**src/verilog/rsc_consts.svh**
```systemverilog
`ifndef RSC_CONSTS_SVH
`define RSC_CONSTS_SVH

// ----------------------------------------------------------------
// register addresses, one receive control register per channel
// ----------------------------------------------------------------
`define RSC_ADDR_CH0 8'h05
`define RSC_ADDR_CH1 8'h0D
`define RSC_ADDR_CH2 8'h15

// ----------------------------------------------------------------
// field positions
// ----------------------------------------------------------------
`define RSC_BIT_DIG_DET_DIS 5
`define RSC_BIT_ANA_DET_DIS 4
`define RSC_BIT_CLK_INV 3
`define RSC_BIT_MUTE 2
`define RSC_BIT_MONITOR 1
`define RSC_BIT_EQ_EN 0

// ----------------------------------------------------------------
// reset value and writable bits
// ----------------------------------------------------------------
`define RSC_RESET_VAL 8'h00
`define RSC_WR_MASK 8'h3F
`define RSC_NUM_CH 3

`endif

```
**src/verilog/rsc_pkg.sv**
```systemverilog
package rsc_pkg;

	// line rate the channel is configured for
	typedef enum logic [1:0] {
		RSC_MODE_E3,
		RSC_MODE_DS3,
		RSC_MODE_STS1
	} rsc_line_mode_e;

	// one receive control register
	typedef logic [7:0] rsc_ctrl_t;

endpackage

```
**src/verilog/rsc_rx_channel.sv**
```systemverilog
`timescale 1ns/100ps
`include "rsc_consts.svh"

module rsc_rx_channel (
	// clock and reset
	input wire logic mclk,
	input wire logic rst_n,
	// settings from the control register
	input wire rsc_pkg::rsc_ctrl_t ctrl,
	input wire rsc_pkg::rsc_line_mode_e line_mode,
	// raw detector and recovery inputs
	input wire logic digital_signal_loss_raw,
	input wire logic analog_signal_loss_raw,
	input wire logic recovered_clock_in,
	input wire logic recovered_positive_in,
	input wire logic recovered_negative_in,
	// outputs toward the framer and analog front end
	output logic recovered_clock_out,
	output logic recovered_positive_data,
	output logic recovered_negative_data,
	output logic signal_loss_defect,
	output logic digital_signal_loss_detector_en,
	output logic analog_signal_loss_detector_en,
	output logic equalizer_en
);

	logic e3_mode;
	logic dig_en;
	logic ana_en;
	logic defect_d;
	logic launch;
	logic rclk_q;
	logic defect_q;
	logic pos_q;
	logic neg_q;

	// ----------------------------------------------------------------
	// detector enables
	// ----------------------------------------------------------------
	// disable fields only count outside e3 operation
	assign e3_mode = (line_mode == rsc_pkg::RSC_MODE_E3);
	assign dig_en = e3_mode | ~ctrl[`RSC_BIT_DIG_DET_DIS];
	assign ana_en = e3_mode | ~ctrl[`RSC_BIT_ANA_DET_DIS];
	assign digital_signal_loss_detector_en = dig_en;
	assign analog_signal_loss_detector_en = ana_en;
	assign equalizer_en = ctrl[`RSC_BIT_EQ_EN];

	// monitor mode holds the defect off whatever the detectors see
	assign defect_d = ~ctrl[`RSC_BIT_MONITOR]
		& ((dig_en & digital_signal_loss_raw) | (ana_en & analog_signal_loss_raw));

	// ----------------------------------------------------------------
	// defect flag
	// ----------------------------------------------------------------
	always_ff @(posedge mclk or negedge rst_n) begin
		if (!rst_n) begin
			defect_q <= 1'b0;
		end else begin
			defect_q <= defect_d;
		end
	end
	assign signal_loss_defect = defect_q;

	// ----------------------------------------------------------------
	// recovered clock, delayed one cycle so data edges line up
	// ----------------------------------------------------------------
	always_ff @(posedge mclk or negedge rst_n) begin
		if (!rst_n) begin
			rclk_q <= 1'b0;
		end else begin
			rclk_q <= recovered_clock_in;
		end
	end
	assign recovered_clock_out = rclk_q;

	// launch on the rising edge, or the falling one when inverted
	assign launch = ctrl[`RSC_BIT_CLK_INV] ? (rclk_q & ~recovered_clock_in)
		: (~rclk_q & recovered_clock_in);

	// ----------------------------------------------------------------
	// recovered data launch and mute
	// ----------------------------------------------------------------
	// muting acts every cycle, not only at launch, so no stale one survives
	always_ff @(posedge mclk or negedge rst_n) begin
		if (!rst_n) begin
			pos_q <= 1'b0;
			neg_q <= 1'b0;
		end else if (ctrl[`RSC_BIT_MUTE] && defect_d) begin
			pos_q <= 1'b0;
			neg_q <= 1'b0;
		end else if (launch) begin
			pos_q <= recovered_positive_in;
			neg_q <= recovered_negative_in;
		end
	end
	assign recovered_positive_data = pos_q;
	assign recovered_negative_data = neg_q;

endmodule

```
**src/verilog/rsc_receive_control.sv**
```systemverilog
`timescale 1ns/100ps
`include "rsc_consts.svh"

// Operation
// - digital detector off when bit 5 set
// - analog detector off when bit 4 set
// - disable bits act only in DS3/STS-1
// - bit 3 picks recovered clock launch edge
// - bit 2 mutes data during signal loss
// - bit 1 monitor mode suppresses signal loss
// - bit 0 clear disables equalizer
// - bit 0 set enables equalizer

module rsc_receive_control (
	// clock and reset
	input wire logic mclk,
	input wire logic rst_n,
	// register access port
	input wire logic [7:0] reg_addr,
	input wire logic reg_wr,
	input wire logic [7:0] reg_wdata,
	input wire logic reg_rd,
	output logic [7:0] reg_rdata,
	output logic reg_rvalid,
	// per-channel line configuration
	input wire rsc_pkg::rsc_line_mode_e line_mode [`RSC_NUM_CH],
	// per-channel detector and recovery inputs
	input wire logic [`RSC_NUM_CH-1:0] digital_signal_loss_raw,
	input wire logic [`RSC_NUM_CH-1:0] analog_signal_loss_raw,
	input wire logic [`RSC_NUM_CH-1:0] recovered_clock_in,
	input wire logic [`RSC_NUM_CH-1:0] recovered_positive_in,
	input wire logic [`RSC_NUM_CH-1:0] recovered_negative_in,
	// per-channel outputs to the framer
	output logic [`RSC_NUM_CH-1:0] recovered_clock_out,
	output logic [`RSC_NUM_CH-1:0] recovered_positive_data,
	output logic [`RSC_NUM_CH-1:0] recovered_negative_data,
	output logic [`RSC_NUM_CH-1:0] signal_loss_defect,
	// per-channel controls to the analog front end
	output logic [`RSC_NUM_CH-1:0] digital_signal_loss_detector_en,
	output logic [`RSC_NUM_CH-1:0] analog_signal_loss_detector_en,
	output logic [`RSC_NUM_CH-1:0] equalizer_en
);

	rsc_pkg::rsc_ctrl_t ctrl_q [`RSC_NUM_CH];
	logic [`RSC_NUM_CH-1:0] sel;
	logic [7:0] rdata_d;
	logic [7:0] rdata_q;
	logic rvalid_q;

	// ----------------------------------------------------------------
	// address decode
	// ----------------------------------------------------------------
	// any other address is unmapped: writes dropped, reads give zero
	assign sel[0] = (reg_addr == `RSC_ADDR_CH0);
	assign sel[1] = (reg_addr == `RSC_ADDR_CH1);
	assign sel[2] = (reg_addr == `RSC_ADDR_CH2);

	// ----------------------------------------------------------------
	// control registers
	// ----------------------------------------------------------------
	// upper bits never store, so they cannot leak back on a read
	always_ff @(posedge mclk or negedge rst_n) begin
		if (!rst_n) begin
			for (int i = 0; i < `RSC_NUM_CH; i++) begin
				ctrl_q[i] <= `RSC_RESET_VAL;
			end
		end else if (reg_wr) begin
			for (int i = 0; i < `RSC_NUM_CH; i++) begin
				if (sel[i]) begin
					ctrl_q[i] <= reg_wdata & `RSC_WR_MASK;
				end
			end
		end
	end

	// ----------------------------------------------------------------
	// read mux
	// ----------------------------------------------------------------
	always_comb begin
		rdata_d = 8'h00;
		for (int i = 0; i < `RSC_NUM_CH; i++) begin
			if (sel[i]) begin
				rdata_d = ctrl_q[i] & `RSC_WR_MASK;
			end
		end
	end

	// read data registered, one cycle after the strobe
	always_ff @(posedge mclk or negedge rst_n) begin
		if (!rst_n) begin
			rdata_q <= 8'h00;
			rvalid_q <= 1'b0;
		end else begin
			rvalid_q <= reg_rd;
			if (reg_rd) begin
				rdata_q <= rdata_d;
			end
		end
	end
	assign reg_rdata = rdata_q;
	assign reg_rvalid = rvalid_q;

	// ----------------------------------------------------------------
	// receive channels
	// ----------------------------------------------------------------
	for (genvar c = 0; c < `RSC_NUM_CH; c++) begin : g_ch
		rsc_rx_channel u_ch (
			.mclk(mclk),
			.rst_n(rst_n),
			.ctrl(ctrl_q[c]),
			.line_mode(line_mode[c]),
			.digital_signal_loss_raw(digital_signal_loss_raw[c]),
			.analog_signal_loss_raw(analog_signal_loss_raw[c]),
			.recovered_clock_in(recovered_clock_in[c]),
			.recovered_positive_in(recovered_positive_in[c]),
			.recovered_negative_in(recovered_negative_in[c]),
			.recovered_clock_out(recovered_clock_out[c]),
			.recovered_positive_data(recovered_positive_data[c]),
			.recovered_negative_data(recovered_negative_data[c]),
			.signal_loss_defect(signal_loss_defect[c]),
			.digital_signal_loss_detector_en(digital_signal_loss_detector_en[c]),
			.analog_signal_loss_detector_en(analog_signal_loss_detector_en[c]),
			.equalizer_en(equalizer_en[c])
		);
	end

endmodule

```
**config.mk**
```make
export PLATFORM = sky130hd
export DESIGN_NAME = rsc_receive_control
export DESIGN_NICKNAME = d
export VERILOG_FILES = /design/src/verilog/rsc_pkg.sv /design/src/verilog/rsc_rx_channel.sv /design/src/verilog/rsc_receive_control.sv
export VERILOG_INCLUDE_DIRS = /design/src /design/src/verilog
export SDC_FILE = /design/constraint.sdc
export NUM_CORES = 1
export LEC_CHECK = 0
export ABC_CLOCK_PERIOD_IN_PS = 1500
export BUFFER_PORTS_ARGS = -buffer_cell sky130_fd_sc_hd__buf_4
export CAP_MARGIN = 20
export CELL_PAD_IN_SITES_DETAIL_PLACEMENT = 0
export CELL_PAD_IN_SITES_GLOBAL_PLACEMENT = 1
export CORE_ASPECT_RATIO = 1.1
export CORE_MARGIN = 10
export CORE_UTILIZATION = 37
export DETAILED_ROUTE_END_ITERATION = 16
export HOLD_SLACK_MARGIN = 0.15
export PLACE_DENSITY_LB_ADDON = 0.1
export SLEW_MARGIN = 20
export SYNTH_ARGS = -nofsm -noshare
export SYNTH_HDL_FRONTEND = slang
export SYNTH_SLANG_ARGS = --single-unit
```
**constraint.sdc**
```tcl
create_clock -name mclk -period 1.5 [get_ports mclk]
set_input_delay 0.3 -clock mclk [delete_from_list [all_inputs] [get_ports mclk]]
set_output_delay 0.3 -clock mclk [all_outputs]
set_load 0.1 [all_outputs]
```
# Word-level counts from Yosys, hierarchy flattened
# Index checks and enable logic that the tools add are counted.
dict set report totals {
  register_bits 39
  in_bits 41
  out_inout_bits 30
}
dict set report classes {
  n_eq_ne 3
  muxes 18
  n_bitwise 39
  n_reduce_logical 12
}
# cell count
set ops {}
lappend ops {{AND 1 bit} 15}
lappend ops {{two-way mux 1 bit} 15}
lappend ops {{inverter 1 bit} 15}
lappend ops {{two-way mux 6 bit} 2}
lappend ops {{OR 1 bit} 9}
lappend ops {{equality test 8 x 3 -> 1 bit (second input constant)} 1}
lappend ops {{equality test 8 x 4 -> 1 bit (second input constant)} 1}
lappend ops {{equality test 8 x 5 -> 1 bit (second input constant)} 1}
lappend ops {{two-way mux 8 bit} 1}
lappend ops {{zero test 2 bit} 3}
lappend ops {{AND reduction 2 bit} 3}
lappend ops {{nonzero test 2 bit} 3}
lappend ops {{logical AND 1 bit} 3}

# Logic depth before layout (Yosys ltp)
dict set report depth {
  word_depth 7
  ltp_mapped 5
  mapped_depth_nobuf 4
}

# Hierarchy
# A second synthesis with hierarchy kept.
dict set report hier_totals {
  hier_cells 170
  hier_area_um2 1910.6
}
# mod instances cells_each area_per_inst_um2 seq_area_each_um2
set modules_own_cells {}
lappend modules_own_cells {rsc_receive_control 1 80 1129.8 625.6}
lappend modules_own_cells {rsc_rx_channel 3 30 260.2 100.1}

# Worst setup path after synthesis
# Ideal clock, no wire load.
dict set report synth_timing {
  path_kind {in2reg}
  start {input port reg_addr[3]}
  end {register ctrl_q[0] (netlist name)}
  setup_ns 0.125
  arrival_time_ns 1.353
  slack_ns 0.022
  path_stages 5
  path_buffers 2
  cell_sequence {buf_2 > and4b_1 > buf_2 > nand2_1 > mux2_2}
}
dict set report synth_between {
  elab_chain_cells 2
}
# item line_no
set synth_rtl {}
lappend synth_rtl {{start: declaration} rsc_receive_control.sv:19} ;# input wire logic [7:0] reg_addr,
lappend synth_rtl {{equality test 8 x 5 -> 1 bit (no line)} -}
lappend synth_rtl {{AND reduction 2 bit (no line)} -}
lappend synth_rtl {{end signal: indexed assignment} rsc_receive_control.sv:65} ;# ctrl_q[i] <= `RSC_RESET_VAL;
lappend synth_rtl {{end signal: indexed assignment} rsc_receive_control.sv:70} ;# ctrl_q[i] <= reg_wdata & `RSC_WR_MASK;
lappend synth_rtl {{end: declaration} rsc_receive_control.sv:44} ;# rsc_pkg::rsc_ctrl_t ctrl_q [`RSC_NUM_CH];
# No other way between the ends.
# A chain may end at the register's enable or synchronous reset.

# Final worst setup path
dict set report layout_timing {
  start {register ctrl_q[12] (netlist name)}
  end {output port analog_signal_loss_detector_en[1]}
}
dict set report layout_between {
  elab_chain_cells 2
}
# item line_no
set layout_rtl {}
lappend layout_rtl {{inverter 1 bit} rsc_rx_channel.sv:43} ;# assign ana_en = e3_mode | ~ctrl[`RSC_BIT_ANA_DET_DIS];
lappend layout_rtl {{OR 1 bit} rsc_rx_channel.sv:43}
lappend layout_rtl {{end: declaration} rsc_receive_control.sv:40} ;# output logic [`RSC_NUM_CH-1:0] analog_signal_loss_detector_en,
# No other way between the ends.

==> metrics.csv <==
stage,metric,value,unit
routing,Antenna Nets Post-Route,0,
setup_path,Top Family by Delay on Critical Path,flip-flops,
setup_path,kind of critical path,reg2out,
floorplanning,Die ar.,8810,um^2
placement,PortBufs,66,
grt,first-pass GRT wire length,8440,um
synthesis,most used flip-flop cell after synthesis,dfrtp_1,
synthesis,Yosys cell types,26,
placement,HPWL after detailed placement,3930,um
cts,root cell of the clock tree,clkbuf_8,
cells_and_area,Final Non-Filler Cells,326,
setup_path,startpoint of the worst register-to-register path,ctrl_q[12],
timing,RSZ-0062 raised after global routing,no,
synthesis,Yosys top cell by area,dfrtp_1,
setup_path,Setup crit start kind,flop,
floorplanning,FP Rows,28,
worst_hold_path,Hold Path Class,in2reg,
cts,CTS tree,done,
setup_path,Worst EP required,1.20,ns
synthesis,Mapped Avg Cell Area,10.5,um^2
cells_and_area,"Core Util, Final",0.494,
cells_and_area,share of layout cells above drive strength 1,0.446,
cells_and_area,most frequent cells in the layout,"72 x buf_4, 37 x dfrtp_1, 24 x mux2_2",
power_and_ir_drop,Leak,1.22,nW
routing,vias,1551,
synthesis,post-synthesis cell area,2020,um^2
setup_path,slowest CP cell,dfrtp_1,
setup_path,beginning of the critical path,ctrl_q[12],
routing,Avg WL per Cell,15.5,um
placement,dpl cell area,2470,um^2
power_and_ir_drop,power density over the cells,1070,nW/um^2
routing,number of DRC markers in iteration 0,58,
floorplanning,core area,5330,um^2
run_status,status,"finished, final reports clean",
routing,DRT Wirelength,5040,um
floorplanning,I/O Pins,71,
synthesis,Seq cells post-synth,37,
cts,clock latency on the worst-skew pair,0.29,ns
setup_path,buffer and inverter count on the worst path,1,
synthesis,Async SR Flop Fraction,1.00,
setup_path,Worst Setup End Kind,primary output,
cells_and_area,"Non-Filler Cell Area, Final",2630,um^2
grt,largest net degree at the start of global routing,38,
cts,cts bufs inserted,5,
timing,Max Slew Vio Count,0,
cts,clock-pin slew on the worst setup and hold paths,0.07,ns
cells_and_area,"most common cell after layout, fill and taps aside",buf_4,
synthesis,top-area cell type share of the netlist area,0.459,
routing,DRT Pass-1 Iters,4,
floorplanning,Initial Util,0.379,
floorplanning,die height,97.4,um
run,Max-Cap Viols,0,
cells_and_area,Inserted Diodes,0,
synthesis,Post-Syn Instances,193,
grt,GRT Util Overall,0.118,
placement,Final GP Congestion,0.741,
timing,"Hold Vio Cnt, Final",0,
timing,FMAX,705,MHz
grt,vias in the first global route,1646,
setup_path,worst path cell trace,o21ai_0 > buf_4,
cts,H-Tree Depth,2,
timing,minimum clock period,1.42,ns
floorplanning,Die Wd,90.4,um
synthesis,Ys Warns,0,
timing,worst-case clock skew,0.00323,ns
synthesis,"EDFF count, synth",0,
placement,Inst Count DP,314,
cells_and_area,Area growth syn-to-layout,30.3,%
setup_path,maximum fanout along the worst path,4,
synthesis,largest cells by area after synthesis,"dfrtp_1 46%, mux2_2 13%, buf_4 8.6%",
worst_hold_path,hold path startpoint,reg_rd,
timing,Final WS setup,0.0817,ns
synthesis,"Seq/Total Area, Yosys",0.459,
placement,Setup WS pre-CTS,-0.0609,ns
cts,Sink Count,37,
grt,grt ovf,0,
routing,vias per inst,4.76,
timing,"Period Utilization, post-route",0.946,
timing,final setup fails,0,
cells_and_area,Nets,291,
power_and_ir_drop,Peak VDD IR,0.512,mV
setup_path,Max stage delay on crit path,0.42,ns
routing,# DRC,0,
setup_path,WP data arrival,1.12,ns
cts,maximum clock path buffer count,2,
grt,initial antenna violation count,0,
-- sequential cells by signal, summed over array words and instances, names as in the netlist --
name,count
g_ch.u_ch.recovered_positive_data,3
g_ch.u_ch.signal_loss_defect,3
g_ch.u_ch.recovered_negative_data,3
reg_rvalid,1
g_ch.u_ch.recovered_clock_out,3
ctrl_q,18
reg_rdata,6
-- where the power goes --
part | internal (mW) | switching, mW | leakage [nW] | total [mW]
combinational | 0.238 | 0.549 | 0.685 | 0.787
clock | 0.542 | 0.343 | 0.0585 | 0.885
sequential | 1.06 | 0.0669 | 0.475 | 1.13
total | 1.84 | 0.959 | 1.22 | 2.80
-- worst reg2reg max path: cells and delay by family, from the launching register on --
family | cells | cell delay (ns)
mux | 1 | 0.28
compound gates | 2 | 0.35
flops | 1 | 0.42
-- per-stage QoR --
step | setup TNS [ns] | total power, mW | hold WS [ns]
finish | 0 | 2.80 | 0.201
global route | 0 | 2.93 | 0.188
CTS | 0 | 2.84 | 0.191
detailed placement | -0.530 | 1.94 | 0.301
global placement | -0.523 | 1.93 | 0.297
floorplan | 0 | 1.77 | 0.00441
-- area by class of cell --
type / count / area (um^2)
inverters: 12 / 45.0
fillers: 543 / 2700
flip-flops and latches: 37 / 926
repair buffers: 77 / 592
clock buffers: 7 / 86.3
well taps: 75 / 93.8
clock inverters: 1 / 30.0
multi-input cells: 117 / 856
-- Yosys cell counts (2+ instances only) --
library cell / number
a21oi_1: 6
o22ai_1: 15
a22oi_1: 6
clkbuf_1: 3
nand2b_1: 3
nor2_1: 2
nor2b_1: 12
dfrtp_1: 37
and3_1: 6
o21ai_0: 15
a211oi_1: 3
mux2_2: 24
nor3_1: 12
inv_1: 12
o21ba_2: 3
buf_4: 23
buf_2: 2
-- path summary, 6_finish.rpt --
| check | to | slack, ns | depth (start not counted) |
|---|---|---|---|
| max | analog_signal_loss_detector_en[1] | 0.08 | 2 |
| min | reg_rvalid | 0.20 | 1 |
| max reg2reg | reg_rdata[4] | 0.32 | 3 |
| min reg2reg | reg_rdata[5] | 0.53 | 2 |
| max in group asynchronous | ctrl_q[16] | 0.65 | 2 |
| min in group asynchronous | g_ch[1].u_ch.signal_loss_defect | 0.51 | 2 |
-- kinds of logic after synthesis --
| family | after synthesis | synth area share |
|---|---|---|
| simple gates | 43 | 0.140 |
| other cells | 1 | 0.00186 |
| flops | 37 | 0.459 |
| compound gates | 48 | 0.147 |
| buf+inv | 40 | 0.118 |
| mux | 24 | 0.134 |
-- layer usage --
metal  vias up  GRT usage  wire (um)
li1        783          -          -
met1       732      0.139       2220
met2        32      0.200       2610
met3         4     0.0363        174
met4         0     0.0331         42
met5         -          0          0
-- what timing repair did --
action,in CTS,in global routing
hold endpoints to repair,40,0
gates resized for setup,0,1
hold buffers,4,0
setup endpoints to repair,0,1
setup buffers,0,0
Note: power is estimated with default switching activity, not from simulation.
